### src/core/stwh_defines.svh
// Offsets, field positions, reset values and timing counts of the telegram handler
`ifndef STWH_DEFINES_SVH
`define STWH_DEFINES_SVH

// ************************************************************
// Register byte offsets
// ************************************************************
`define STWH_CTRL_MIRROR_OFS 8'h00
`define STWH_STAT_MIRROR_OFS 8'h04
`define STWH_CONFIG_OFS 8'h08
`define STWH_FAULT_OFS 8'h0c
`define STWH_ACKED_OFS 8'h10
`define STWH_STOP_DELAY_OFS 8'h14

// ************************************************************
// Word bit positions (byte 0) and safety status byte watchdog bit
// ************************************************************
`define STWH_BIT_TORQUE 0
`define STWH_BIT_TSTOP 1
`define STWH_BIT_ACK 7
`define STWH_BIT_FAULT 7
`define STWH_BIT_WDOG 3

// ************************************************************
// Fault register fields and reset values
// ************************************************************
`define STWH_CFG_RESET 32'h00fa_0001
`define STWH_FAULT_WDOG 0
`define STWH_FAULT_SET_LSB 1
`define STWH_STOP_DELAY_RESET 16'h03e8

// ************************************************************
// Timing
// ************************************************************
`define STWH_CLK_HZ 125000000
`define STWH_MS_CYCLES (`STWH_CLK_HZ / 1000)
`define STWH_DEV_ACK_MS 70
`define STWH_WORST_DELAY_MS 120
`define STWH_WDOG_MS 250

`endif

### src/core/stwh_pkg.sv
// Types shared by the telegram handler
package stwh_pkg;

   typedef struct packed {
      logic [7:0] byte1;
      logic [7:0] byte0;
   } stwh_word_type;

   typedef struct packed {
      logic torque_removed;
      logic timed_stop_active;
      logic fault_present;
      logic watchdog_expired;
   } stwh_flags_type;

   typedef enum logic [1:0] {
      STWH_RUN = 2'b00,
      STWH_TSTOP = 2'b01,
      STWH_OFF = 2'b10
   } stwh_state_type;

endpackage

### src/core/stwh_handler.sv
// Safety telegram control/status word handler with AHB-Lite registers
// How it works
// RULE1: control bit 0.0 low removes torque; high releases the request.
// RULE2: control bit 0.1 low starts the timed safe stop.
// RULE3: fault buffer acknowledged only on falling edge of control bit 0.7.
// RULE4: acknowledge copies current fault entries into the acknowledged set.
// RULE5: persisting or unacknowledgeable faults stay in the current set.
// RULE6: unsupported control and status bits are ignored and reported zero.
// RULE7: status bit 0.0 is one while torque removal is in effect.
// RULE8: local safe input and stop timer expiry also set torque removed.
// RULE9: status bit 0.1 is one while the timed stop runs.
// RULE10: local safe input starting the timed stop also sets that bit.
// RULE11: status bit 0.7 is one whenever any safety fault is present.
// RULE12: each cycle is watched; watchdog expiry forces the safe state.
// RULE13: a frame is handled and the reply ready well inside 70 ms.
// RULE14: host sets watchdog slightly above summed times, under 30 percent.
// RULE15: watchdog expiry is a communication fault tripping to safe state.
// RULE16: worst delay 120 ms; default watchdog period 250 ms.
// RULE17: telegram 30: two-byte control word and two-byte status word.
// RULE18: current control and status words are mirrored readable.
// RULE19: watchdog expiry sets bit 3 of the safety status byte.
// RULE20: watchdog restarts per valid frame; fault bit holds until acknowledge.
`timescale 1ns/1ns
`include "stwh_defines.svh"

module stwh_handler #(
   parameter int MS_CYCLES = `STWH_MS_CYCLES,
   parameter int FAULT_W = 8
) (
   input wire logic hclk,
   input wire logic hresetn,
   input wire logic hsel,
   input wire logic [7:0] haddr,
   input wire logic [1:0] htrans,
   input wire logic hwrite,
   input wire logic [2:0] hsize,
   input wire logic [31:0] hwdata,
   input wire logic hready,
   output logic [31:0] hrdata,
   output logic hreadyout,
   output logic hresp,
   input wire stwh_pkg::stwh_word_type ctrl_word,
   input wire logic frame_valid,
   input wire logic local_torque_req,
   input wire logic local_tstop_req,
   input wire logic [FAULT_W-1:0] fault_raise,
   input wire logic [FAULT_W-1:0] fault_persist,
   input wire logic [FAULT_W-1:0] fault_unackable,
   output stwh_pkg::stwh_word_type status_word,
   output logic [7:0] safety_status_byte,
   output logic torque_off
);

   // ************************************************************
   // Millisecond timebase
   // ************************************************************
   // Watchdog and stop timer both advance once per millisecond tick
   logic [31:0] ms_cnt_ff;
   logic ms_tick;
   assign ms_tick = (ms_cnt_ff == 32'(MS_CYCLES - 1));
   always_ff @(posedge hclk or negedge hresetn) begin
      if (!hresetn) begin
         ms_cnt_ff <= 32'h0;
      end else if (ms_tick) begin
         ms_cnt_ff <= 32'h0;
      end else begin
         ms_cnt_ff <= ms_cnt_ff + 32'h1;
      end
   end

   // ************************************************************
   // AHB-Lite slave
   // ************************************************************
   logic wr_pend_ff;
   logic [7:0] wr_addr_ff;
   logic [31:0] cfg_ff;
   logic [15:0] stop_delay_ff;
   logic [15:0] wdog_ms;
   logic wdog_en;
   logic [FAULT_W-1:0] fault_ff;
   logic [FAULT_W-1:0] acked_ff;
   logic wdog_fault_ff;
   logic acked_wdog_ff;
   logic [31:0] fault_word;
   logic [31:0] acked_word;
   stwh_pkg::stwh_word_type ctrl_mirror_ff;
   logic addr_phase;
   assign addr_phase = hsel && hready && htrans[1];
   // Zero wait states: every register answers in its data phase
   assign hreadyout = 1'b1;
   assign hresp = 1'b0;
   assign wdog_en = cfg_ff[0];
   assign wdog_ms = cfg_ff[31:16];

   always_ff @(posedge hclk or negedge hresetn) begin
      if (!hresetn) begin
         wr_pend_ff <= 1'b0;
         wr_addr_ff <= 8'h0;
      end else begin
         wr_pend_ff <= addr_phase && hwrite;
         wr_addr_ff <= haddr;
      end
   end

   always_ff @(posedge hclk or negedge hresetn) begin
      if (!hresetn) begin
         // RULE16 default watchdog period
         cfg_ff <= `STWH_CFG_RESET;
         stop_delay_ff <= `STWH_STOP_DELAY_RESET;
      end else if (wr_pend_ff) begin
         if (wr_addr_ff == `STWH_CONFIG_OFS) begin
            cfg_ff <= hwdata;
         end
         if (wr_addr_ff == `STWH_STOP_DELAY_OFS) begin
            stop_delay_ff <= hwdata[15:0];
         end
      end
   end

   // Read data registered in the address phase: zero wait states
   always_ff @(posedge hclk or negedge hresetn) begin
      if (!hresetn) begin
         hrdata <= 32'h0;
      end else if (addr_phase && !hwrite) begin
         // RULE18 word mirrors
         unique case (haddr)
            `STWH_CTRL_MIRROR_OFS: hrdata <= {16'h0, ctrl_mirror_ff};
            `STWH_STAT_MIRROR_OFS: hrdata <= {16'h0, status_word};
            `STWH_CONFIG_OFS: hrdata <= cfg_ff;
            `STWH_FAULT_OFS: hrdata <= fault_word;
            `STWH_ACKED_OFS: hrdata <= acked_word;
            `STWH_STOP_DELAY_OFS: hrdata <= {16'h0, stop_delay_ff};
            default: hrdata <= 32'h0;
         endcase
      end
   end

   // ************************************************************
   // Control word capture and acknowledge edge
   // ************************************************************
   // Reset low so the first frame after reset cannot fake an acknowledge
   logic ack_prev_ff;
   logic ack_edge;
   // RULE3 falling edge
   assign ack_edge = frame_valid && ack_prev_ff &&
                     !ctrl_word.byte0[`STWH_BIT_ACK];
   always_ff @(posedge hclk or negedge hresetn) begin
      if (!hresetn) begin
         ack_prev_ff <= 1'b0;
         ctrl_mirror_ff <= '0;
      end else if (frame_valid) begin
         ack_prev_ff <= ctrl_word.byte0[`STWH_BIT_ACK];
         // RULE6 unsupported bits dropped
         ctrl_mirror_ff <= {8'h0, ctrl_word.byte0[7], 5'h0,
                            ctrl_word.byte0[1:0]};
      end
   end

   // ************************************************************
   // Cycle watchdog
   // ************************************************************
   logic [15:0] wdog_cnt_ff;
   always_ff @(posedge hclk or negedge hresetn) begin
      if (!hresetn) begin
         wdog_cnt_ff <= 16'h0;
      end else if (frame_valid || !wdog_en) begin
         // RULE20 restart on frame
         wdog_cnt_ff <= 16'h0;
      end else if (ms_tick && wdog_cnt_ff != 16'hffff) begin
         wdog_cnt_ff <= wdog_cnt_ff + 16'h1;
      end
   end

   logic wdog_hit;
   // RULE12 cycle supervision
   assign wdog_hit = wdog_en && (wdog_cnt_ff >= wdog_ms);

   // ************************************************************
   // Fault buffer
   // ************************************************************
   // An acknowledge while the link is still dead loses to the set
   always_ff @(posedge hclk or negedge hresetn) begin
      if (!hresetn) begin
         wdog_fault_ff <= 1'b0;
      end else if (wdog_hit) begin
         // RULE15 expiry is a fault; set wins over acknowledge
         wdog_fault_ff <= 1'b1;
      end else if (ack_edge) begin
         wdog_fault_ff <= 1'b0;
      end
   end

   always_ff @(posedge hclk or negedge hresetn) begin
      if (!hresetn) begin
         fault_ff <= '0;
         acked_ff <= '0;
         acked_wdog_ff <= 1'b0;
      end else if (ack_edge) begin
         // RULE4 shift to acknowledged set
         acked_ff <= fault_ff;
         acked_wdog_ff <= wdog_fault_ff;
         // RULE5 persisting faults reappear
         fault_ff <= (fault_ff & (fault_persist | fault_unackable)) |
                     fault_raise;
      end else begin
         fault_ff <= fault_ff | fault_raise;
      end
   end

   // ************************************************************
   // Fault register words
   // ************************************************************
   // Watchdog fault in the lowest bit, raised faults above it
   always_comb begin
      fault_word = 32'h0;
      fault_word[`STWH_FAULT_WDOG] = wdog_fault_ff;
      fault_word[`STWH_FAULT_SET_LSB +: FAULT_W] = fault_ff;
   end

   always_comb begin
      acked_word = 32'h0;
      acked_word[`STWH_FAULT_WDOG] = acked_wdog_ff;
      acked_word[`STWH_FAULT_SET_LSB +: FAULT_W] = acked_ff;
   end

   // ************************************************************
   // Stop sequencer
   // ************************************************************
   stwh_pkg::stwh_state_type state_ff;
   logic [15:0] stop_cnt_ff;
   logic torque_req;
   logic tstop_req;
   // A torque request cuts a running timed stop short
   // RULE1 zero-active torque request, RULE12 safe state on expiry
   assign torque_req = !ctrl_mirror_ff.byte0[`STWH_BIT_TORQUE] ||
                       local_torque_req || wdog_fault_ff;
   // RULE2 zero-active timed stop
   assign tstop_req = !ctrl_mirror_ff.byte0[`STWH_BIT_TSTOP] ||
                      local_tstop_req;

   always_ff @(posedge hclk or negedge hresetn) begin
      if (!hresetn) begin
         state_ff <= stwh_pkg::STWH_OFF;
         stop_cnt_ff <= 16'h0;
      end else begin
         unique case (state_ff)
            stwh_pkg::STWH_RUN: begin
               stop_cnt_ff <= 16'h0;
               if (torque_req) begin
                  state_ff <= stwh_pkg::STWH_OFF;
               end else if (tstop_req) begin
                  state_ff <= stwh_pkg::STWH_TSTOP;
               end
            end
            stwh_pkg::STWH_TSTOP: begin
               if (torque_req || stop_cnt_ff >= stop_delay_ff) begin
                  // RULE8 timer expiry removes torque
                  state_ff <= stwh_pkg::STWH_OFF;
               end else if (ms_tick) begin
                  stop_cnt_ff <= stop_cnt_ff + 16'h1;
               end
            end
            stwh_pkg::STWH_OFF: begin
               stop_cnt_ff <= 16'h0;
               // RULE1 release when request withdrawn
               if (!torque_req && !tstop_req) begin
                  state_ff <= stwh_pkg::STWH_RUN;
               end
            end
            default: state_ff <= stwh_pkg::STWH_OFF;
         endcase
      end
   end

   // ************************************************************
   // Status outputs
   // ************************************************************
   stwh_pkg::stwh_flags_type flags;
   // RULE7 RULE8 torque removed
   assign flags.torque_removed = (state_ff == stwh_pkg::STWH_OFF);
   // RULE9 RULE10 timed stop running
   assign flags.timed_stop_active = (state_ff == stwh_pkg::STWH_TSTOP);
   // RULE11 RULE20 fault flag held to acknowledge
   assign flags.fault_present = (|fault_ff) || wdog_fault_ff;
   assign flags.watchdog_expired = wdog_fault_ff;

   always_ff @(posedge hclk or negedge hresetn) begin
      if (!hresetn) begin
         status_word <= '0;
         safety_status_byte <= 8'h0;
         torque_off <= 1'b1;
      end else begin
         // RULE17 RULE6 two-byte word, byte 1 zero
         status_word <= {8'h0, flags.fault_present, 5'h0,
                         flags.timed_stop_active, flags.torque_removed};
         // RULE19 watchdog bit
         safety_status_byte <= 8'(flags.watchdog_expired) <<
                               `STWH_BIT_WDOG;
         // RULE13 reply ready three cycles after frame, far inside 70 ms
         torque_off <= flags.torque_removed;
      end
   end

endmodule

### config.mk
export PLATFORM = sky130hd
export DESIGN_NAME = stwh_handler
export DESIGN_NICKNAME = d
export VERILOG_FILES = /design/src/core/stwh_pkg.sv /design/src/core/stwh_handler.sv
export VERILOG_INCLUDE_DIRS = /design/src /design/src/core
export SDC_FILE = /design/constraint.sdc
export NUM_CORES = 1
export LEC_CHECK = 0
export ABC_AREA = 1
export BUFFER_PORTS_ARGS = -buffer_cell sky130_fd_sc_hd__buf_4
export CORE_UTILIZATION = 40
export DETAILED_ROUTE_END_ITERATION = 16
export HOLD_SLACK_MARGIN = 0.05
export REMOVE_ABC_BUFFERS = 1
export SYNTH_ARGS = -nofsm -noshare
export SYNTH_HDL_FRONTEND = slang
export SYNTH_SLANG_ARGS = --single-unit
### constraint.sdc
create_clock -name hclk -period 2.4 [get_ports hclk]
set_clock_uncertainty 0.1 [all_clocks]
set_input_delay 0.72 -clock hclk [delete_from_list [all_inputs] [get_ports hclk]]
set_output_delay 0.72 -clock hclk [all_outputs]
set_load 0.05 [all_outputs]
==> reports/qor.log, run 1 <==
[outcome] outcome finished, final reports clean
[detailed_routing] First-pass DRT Iterations 5
[synth] Seq/Total Area, Yosys 46.8%
[worst_setup_path] crit path cell chain inv_1 > ha_1 > nand2_1 > inv_1 > o21ai_0 > a21oi_1 > nor2_1 > nand3_4 > nand2_4 > nand2_1 > nand2_1
[detailed_routing] vias per std cell 4.85
[floorplan] Die ar. 24,900 sq um
[floorplan] Die Y-Extent 158 um
[sta] unrepaired setup endpoints after global routing false
[detailed_routing] post-route antenna net violation count 0
[worst_setup_path] Critical Path Source Type register
[clocking] clock tree from TritonCTS built
[global_route] combined global-route utilization of all metal layers 21.1%
[clocking] hold buffer count at cts 0
[synth] post-synth design cell area 9710 sq um
[detailed_routing] Detail Route met3 WL 1240 um
[worst_setup_path] worst reg2reg endpoint stop_cnt_ff[15]$_DFFE_PN0P_
[power_and_ir_drop] worst-case vdd ir drop 0.344 mV
[clocking] total clock buffers created by CTS 17
[sta] maximum frequency from static timing analysis 453 MHz
[floorplan] core region area 23,600 sq um
[worst_setup_path] Bufs and invs on worst path 2
[cells_and_area] fin area 11,600 sq um
[sta] Final WS setup 194 ps
[worst_setup_path] cell count of the worst reg-to-reg path 11
[global_route] number of global-route vias before repair 7,802
[floorplan] effective utilization at floorplan 41.1%
[clocking] buffer count from post-CTS setup fixing 0
[run] Max Cap Viol 0
[sta] number of setup violations in the final report 0
[sta] number of pins exceeding their max-slew limit in the final report 0
[floorplan] Row Count 56
[sta] headroom to the max-slew limit 60.1%
[worst_setup_path] required time of the worst setup path 2680 ps
[worst_setup_path] most frequent cell on the critical path sky130_fd_sc_hd__nand2_1
[sta] final critical-path required period 2210 ps
[synth] flip-flop and latch count after synthesis 181
[worst_setup_path] Reg2Reg Launch Point stop_delay_ff[9]$_DFFE_PN1P_
[clocking] number of gates resized after CTS 0
[detailed_routing] vias after detailed routing 7,996
[worst_setup_path] data arrival time of the critical path 2490 ps
[clocking] clock tree buffer depth 2
[cells_and_area] Antenna Diode Count 0
[global_route] GRT overflow 0
[sta] final hold violation count 0
[global_route] number of antenna violations at the first check in global routing 0
[cells_and_area] number of nets in the finished design 1,445
[clocking] number of sinks handled by clock tree synthesis 181
[clocking] clock transition at the registers of the reported paths 80 ps
[placed_design] minimum setup slack after placement 129 ps
[worst_setup_path] worst-path maximum fanout 16
[detailed_routing] Met2 Routed Length 10,800 um
[global_route] maximum number of pins on one net before global-route repair 51
[worst_setup_path] class of the most critical setup path reg2reg
[power_and_ir_drop] total leakage power 0.00600 uW
[power_and_ir_drop] Cell Pwr Density 577 nW/um^2
[detailed_routing] Avg WL per Cell 15.0 um
[worst_setup_path] Top delay family on crit path simple AND/OR/NAND/NOR gates
[placed_design] Placed Area 11,000 sq um
[floorplan] floorplan die width 158 um
[synth] number of unique standard cell types used by synthesis 37
[detailed_routing] drt initial violations 473
[synth] total of warnings raised by yosys 0
[clocking] Skew-Pair Late Insertion Delay 440 ps
[clocking] clock root buffer sky130_fd_sc_hd__clkbuf_16
[placed_design] placer's final routability congestion estimate 0.897
[worst_setup_path] highest cell delay on the worst timing path 540 ps
[placed_design] Buffers on Ports 112
[sta] final worst hold slack 95.5 ps
[worst_setup_path] internal reg-to-reg setup slack 190 ps
[hold_path] Worst Hold Class in2async
[worst_setup_path] critical path endpoint category register
[cells_and_area] Area Overhead vs Synth 19.3%
[sta] share of the clock period used by the worst path 91.9%
[global_route] first-pass GRT wire length 40,200 um
[sta] Post-Route Setup TNS 0 ps
[detailed_routing] remaining design rule violation count 0
[synth] cells after synthesis 1,190
[cells_and_area] fraction of layout instances using a drive strength above 1 17.7%
[floorplan] number of I/O pins 152
[detailed_routing] routed metal-1 wire length 12,000 um
[detailed_routing] highest routing layer actually used met4
[detailed_routing] final wirelength 24,700 um
[sta] pin slew with the least headroom to its limit 592 ps
[placed_design] HPWL reported at the end of detailed placement 18,400 um
[worst_setup_path] critical path's slowest cell sky130_fd_sc_hd__dfstp_2
[synth] syn avg cell area 8.16 sq um
[clocking] number of levels in the clock H-tree 4
cell usage in the layout (no fill, tap or decap), drive strengths merged, types with 35 or more instances in the layout:
cell type and instances:
ha 35, dfrtp 166, xor2 42, nor2 101, buf 140, o21ai 103
nor3 45, inv 166, nand3 105, nand2 279
how the worst max path moves through the flow:
stage / depth (start not counted) / slack, ps / from / to
finish: 11 / 190 / stop_delay_ff[9]$_DFFE_PN1P_ / stop_cnt_ff[15]$_DFFE_PN0P_
global route: 11 / 30 / stop_delay_ff[9]$_DFFE_PN1P_ / stop_cnt_ff[15]$_DFFE_PN0P_
CTS: 11 / 230 / stop_delay_ff[9]$_DFFE_PN1P_ / stop_cnt_ff[4]$_DFFE_PN0P_
detailed placement: 10 / 130 / haddr[6] / hrdata[0]$_DFFE_PN0P_
global placement: 10 / 130 / haddr[6] / hrdata[0]$_DFFE_PN0P_
floorplan: 7 / -50 / haddr[6] / hrdata[16]$_DFFE_PN0P_
worst register-to-register path, cell delays in order (launching register included):
cell and delay, ps:
sky130_fd_sc_hd__dfstp_2 540, sky130_fd_sc_hd__inv_1 90, sky130_fd_sc_hd__ha_1 320, sky130_fd_sc_hd__nand2_1 70, sky130_fd_sc_hd__inv_1 30, sky130_fd_sc_hd__o21ai_0 140, sky130_fd_sc_hd__a21oi_1 90, sky130_fd_sc_hd__nor2_1 250
sky130_fd_sc_hd__nand3_4 140, sky130_fd_sc_hd__nand2_4 220, sky130_fd_sc_hd__nand2_1 90, sky130_fd_sc_hd__nand2_1 70
synthesized netlist by cell type (all sizes together):
cell type	count	area share, %
o21bai	9	0.70
o31ai	8	0.62
and2	1	0.064
nand4	17	1.1
inv	158	6.1
a31oi	2	0.13
mux2	16	1.9
clkbuf	20	0.77
o21a	3	0.23
dfstp	15	4.1
xor2	42	3.8
o21ai	103	5.3
nand2	279	11
nor4	7	0.45
buf	33	2.5
nand3	105	5.6
nor3	45	2.6
xnor2	3	0.27
nor3b	2	0.15
dfrtp	166	43
conb	2	0.077
ha	35	4.5
clkinv	2	0.077
a21oi	16	0.82
nor2	101	4.2
metal layers:
| layer | GRT usage [%] | vias to the layer above |
|---|---|---|
| li1 | - | 4038 |
| met1 | 29.4 | 3720 |
| met2 | 32.3 | 207 |
| met3 | 3.83 | 31 |
| met4 | 8.46 | 0 |
| met5 | 0 | - |
state kept, by name, indices dropped and copies added (netlist names):
register and count:
wdog_fault_ff 1, cfg_ff 32, wdog_cnt_ff 16, fault_ff 8, ack_prev_ff 1, wr_addr_ff 8, ms_cnt_ff 32, acked_ff 8
hrdata 32, ctrl_mirror_ff 2, stop_delay_ff 16, wr_pend_ff 1, torque_off 1, stop_cnt_ff 16, safety_status_byte 1, status_word 3
acked_wdog_ff 1, state_ff 2
stage by stage:
stage | power (uW) | instances | utilization (%)
after global placement | 3940 | 1617 | 46.6
after detailed placement | 3950 | 1617 | 46.6
final | 6680 | 1649 | 49.1
after floorplan | 3620 | 1157 | -
after CTS | 6760 | 1649 | 49.1
after global routing | 6970 | 1649 | 49.1
logic make-up (layout without fill, tap and decap cells):
| family | after synthesis | after routing | share of synthesized area [%] |
|---|---|---|---|
| multiplexers | 16 | 16 | 1.86 |
| AND/OR/NAND/NOR | 557 | 557 | 25.4 |
| XOR/XNOR | 45 | 45 | 4.06 |
| adder cells (fa/ha/maj) | 35 | 35 | 4.51 |
| flip-flops | 181 | 181 | 46.8 |
| AO/OA/AOI/OAI | 141 | 141 | 7.81 |
| buffers and inverters | 213 | 333 | 9.45 |
| other | 2 | 22 | 0.0773 |
power by group:
part           switching (uW)  internal [uW]
combinational             444            209
sequential               70.7           3170
clock                    1320           1480
final cells by class:
cell class / count / area (sq um)
inverters: 160 / 601
well taps: 319 / 399
multi-input cells: 816 / 4320
flip-flops and latches: 181 / 4550
clock buffers: 17 / 425
clock inverters: 15 / 160
repair buffers: 141 / 1130
fillers: 2295 / 12000
No activity file was read; power rests on OpenSTA's default activity.
==> inputs of run 2 (changes only) <==
--- a/config.mk
+++ b/config.mk
@@ -8,6 +8,7 @@
 export LEC_CHECK = 0
 export ABC_AREA = 1
 export BUFFER_PORTS_ARGS = -buffer_cell sky130_fd_sc_hd__buf_4
+export CORE_MARGIN = 2
 export CORE_UTILIZATION = 40
 export DETAILED_ROUTE_END_ITERATION = 16
 export HOLD_SLACK_MARGIN = 0.05
==> run 2 against run 1 <==
- clock-buffer cell count unchanged
- sequential power about the same
- combinational power increased by 1%
- highest routed layer unchanged
- register-to-register slack improved by 30 ps
- critical path type unchanged
- setup slack improved by 35 ps
- clock power increased by 3%
==> reports/qor.log, run 2 (synthesized netlist as in run 1, its figures left out) <==
[clocking] clock root buffer sky130_fd_sc_hd__clkbuf_16
[worst_setup_path] critical path endpoint category register
[run] Max Cap Viol 0 [unchanged]
[detailed_routing] vias after detailed routing 8,062 [+0.83%]
[detailed_routing] First-pass DRT Iterations 5 [unchanged]
[global_route] maximum number of pins on one net before global-route repair 56 [+9.8%]
[cells_and_area] most common cell after layout, fill and taps aside sky130_fd_sc_hd__nand2_1
[cells_and_area] highest-count cells in the layout ignoring fill and taps sky130_fd_sc_hd__nand2_1 (263), sky130_fd_sc_hd__dfrtp_1 (166), sky130_fd_sc_hd__inv_1 (156)
[detailed_routing] drt initial violations 416 [-12%]
[power_and_ir_drop] worst-case vdd ir drop 0.457 mV [+33%]
[worst_setup_path] data arrival time of the critical path 2450 ps [-40 ps]
[global_route] number of global-route vias before repair 7,915 [+1.4%]
[cells_and_area] footprint of the multi-input gates 4320 sq um [unchanged]
[sta] final hold violation count 0 [unchanged]
[global_route] number of antenna violations at the first check in global routing 0 [unchanged]
[detailed_routing] vias per std cell 4.87 [+0.40%]
[sta] headroom to the max-slew limit 60.0% [-0.19 points]
[clocking] total clock buffers created by CTS 17 [unchanged]
[global_route] combined global-route utilization of all metal layers 20.3% [-0.80 points]
[global_route] GRT overflow 0 [unchanged]
[clocking] clock transition at the registers of the reported paths 80 ps [about the same]
[power_and_ir_drop] Cell Pwr Density 583 nW/um^2 [+1.2%]
[worst_setup_path] required time of the worst setup path 2680 ps [about the same]
[clocking] clock tree buffer depth 2 [unchanged]
[power_and_ir_drop] total leakage power 0.00602 uW [+0.21%]
[floorplan] core region area 24,100 sq um [+2.1%]
[detailed_routing] Avg WL per Cell 15.1 um [+0.50%]
[cells_and_area] Area Overhead vs Synth 19.6%
[clocking] Skew-Pair Late Insertion Delay 450 ps [about the same]
[clocking] hold buffer count at cts 0 [unchanged]
[floorplan] effective utilization at floorplan 40.3% [-0.84 points]
[sta] share of the clock period used by the worst path 90.5% [-1.4 points]
[clocking] number of gates resized after CTS 0 [unchanged]
[placed_design] HPWL reported at the end of detailed placement 18,700 um [+1.8%]
[cells_and_area] Sequential cell area 4550 sq um [unchanged]
[placed_design] placer's final routability congestion estimate 0.898 [about the same]
[sta] final critical-path required period 2170 ps [-34.7 ps]
[cells_and_area] number of nets in the finished design 1,447 [+0.14%]
[worst_setup_path] class of the most critical setup path reg2reg
[cells_and_area] utilization after layout 48.2% [-0.87 points]
[cells_and_area] Antenna Diode Count 0 [unchanged]
[sta] pin slew with the least headroom to its limit 601 ps [+8.38 ps]
[sta] number of pins exceeding their max-slew limit in the final report 0 [unchanged]
[worst_setup_path] worst-path maximum fanout 16 [unchanged]
[outcome] outcome finished, final reports clean
[cells_and_area] fraction of layout instances using a drive strength above 1 17.9% [+0.12 points]
[placed_design] Buffers on Ports 112 [unchanged]
[floorplan] Die ar. 25,500 sq um [+2.6%]
[cells_and_area] number of fill cells in the layout 2,379 [+3.7%]
[worst_setup_path] Critical Path Source Type register
[placed_design] total instance count after detailed placement 1,624 [+0.43%]
[sta] number of setup violations in the final report 0 [unchanged]
[detailed_routing] post-route antenna net violation count 0 [unchanged]
[clocking] number of sinks handled by clock tree synthesis 181 [unchanged]
[global_route] first-pass GRT wire length 41,300 um [+2.8%]
[floorplan] Row Count 57 [+1.8%]
[clocking] clock tree from TritonCTS built
[clocking] buffer count from post-CTS setup fixing 0 [unchanged]
[floorplan] Die Y-Extent 160 um [+1.3%]
[clocking] number of levels in the clock H-tree 4 [unchanged]
[cells_and_area] non-filler cells, final 1,656 [+0.42%]
[cells_and_area] largest registers cfg_ff (32), hrdata (32), ms_cnt_ff (32)
[floorplan] floorplan die width 160 um [+1.3%]
[floorplan] number of I/O pins 152 [unchanged]
[sta] Post-Route Setup TNS 0 ps [unchanged]
[detailed_routing] final wirelength 25,000 um [+0.93%]
[sta] unrepaired setup endpoints after global routing false
[hold_path] Worst Hold Class in2async
[sta] maximum frequency from static timing analysis 461 MHz [+1.6%]
[detailed_routing] remaining design rule violation count 0 [unchanged]
## run 2: changes by cell type in the layout (fill, tap and decap cells not counted), sizes merged
cell | before | now
buf | 140 | 142
inv | 166 | 167
clkinv | 6 | 5
## run 2: final timing paths
path / from / endpoint / slack, ps / cells past startpoint
worst max-delay path: stop_delay_ff[9]$_DFFE_PN1P_ / stop_cnt_ff[4]$_DFFE_PN0P_ / 230 / 11
worst min-delay path: hresetn / hrdata[19]$_DFFE_PN0P_ / 140 / 1
worst max register to register: stop_delay_ff[9]$_DFFE_PN1P_ / stop_cnt_ff[4]$_DFFE_PN0P_ / 230 / 11
worst min register to register: ms_cnt_ff[0]$_DFF_PN0_ / ms_cnt_ff[0]$_DFF_PN0_ / 380 / 1
max in group asynchronous: hresetn / stop_delay_ff[3]$_DFFE_PN1P_ / 1370 / 2
min in group hclk: haddr[7] / wr_addr_ff[7]$_DFF_PN0_ / 300 / 1
## run 2: layer usage
layer  up-vias  track usage, %  routed length (um)
met2       202            33.3               11700
li1       4053               -                   -
met3        18            4.29                1220
met5         -               0                   0
met4         0            4.59                 262
met1      3789            27.9               11800
## run 2: report_power, final
group | switching, uW | total, uW | internal, uW
combinational | 450 | 663 | 213
sequential | 65.9 | 3230 | 3160
clock | 1380 | 2880 | 1500
## run 2: cell type report
class,instances,area share [%]
multi-input combinational,816,37.2
clock buffer,17,3.66
sequential,181,39.2
clock inverter,15,1.57
inverter,160,5.17
tap,324,3.49
timing repair buffer,143,9.73
## run 2: worst max-delay path, cell delays in order, from the launching register on
cell and delay (ps):
sky130_fd_sc_hd__dfstp_2 540, sky130_fd_sc_hd__inv_1 70, sky130_fd_sc_hd__ha_1 310, sky130_fd_sc_hd__nand2_1 70
sky130_fd_sc_hd__inv_1 40, sky130_fd_sc_hd__o21ai_0 130, sky130_fd_sc_hd__a21oi_1 80, sky130_fd_sc_hd__nor2_1 250
sky130_fd_sc_hd__nand3_4 130, sky130_fd_sc_hd__nand2_4 220, sky130_fd_sc_hd__nand2_1 80, sky130_fd_sc_hd__nand2_1 60
## run 2: stage by stage
| stage | power [uW] | cell area [sq um] | setup slack (ps) | hold slack (ps) |
|---|---|---|---|---|
| finish | 6780 | 11600 | 229 | 142 |
| global route | 7060 | 11600 | 94.5 | 168 |
| CTS | 6850 | 11600 | 203 | 151 |
| detailed placement | 3960 | 11000 | -22.3 | 369 |
| global placement | 3950 | 11000 | 14.3 | 366 |
| floorplan | 3620 | 9470 | -46.1 | 312 |
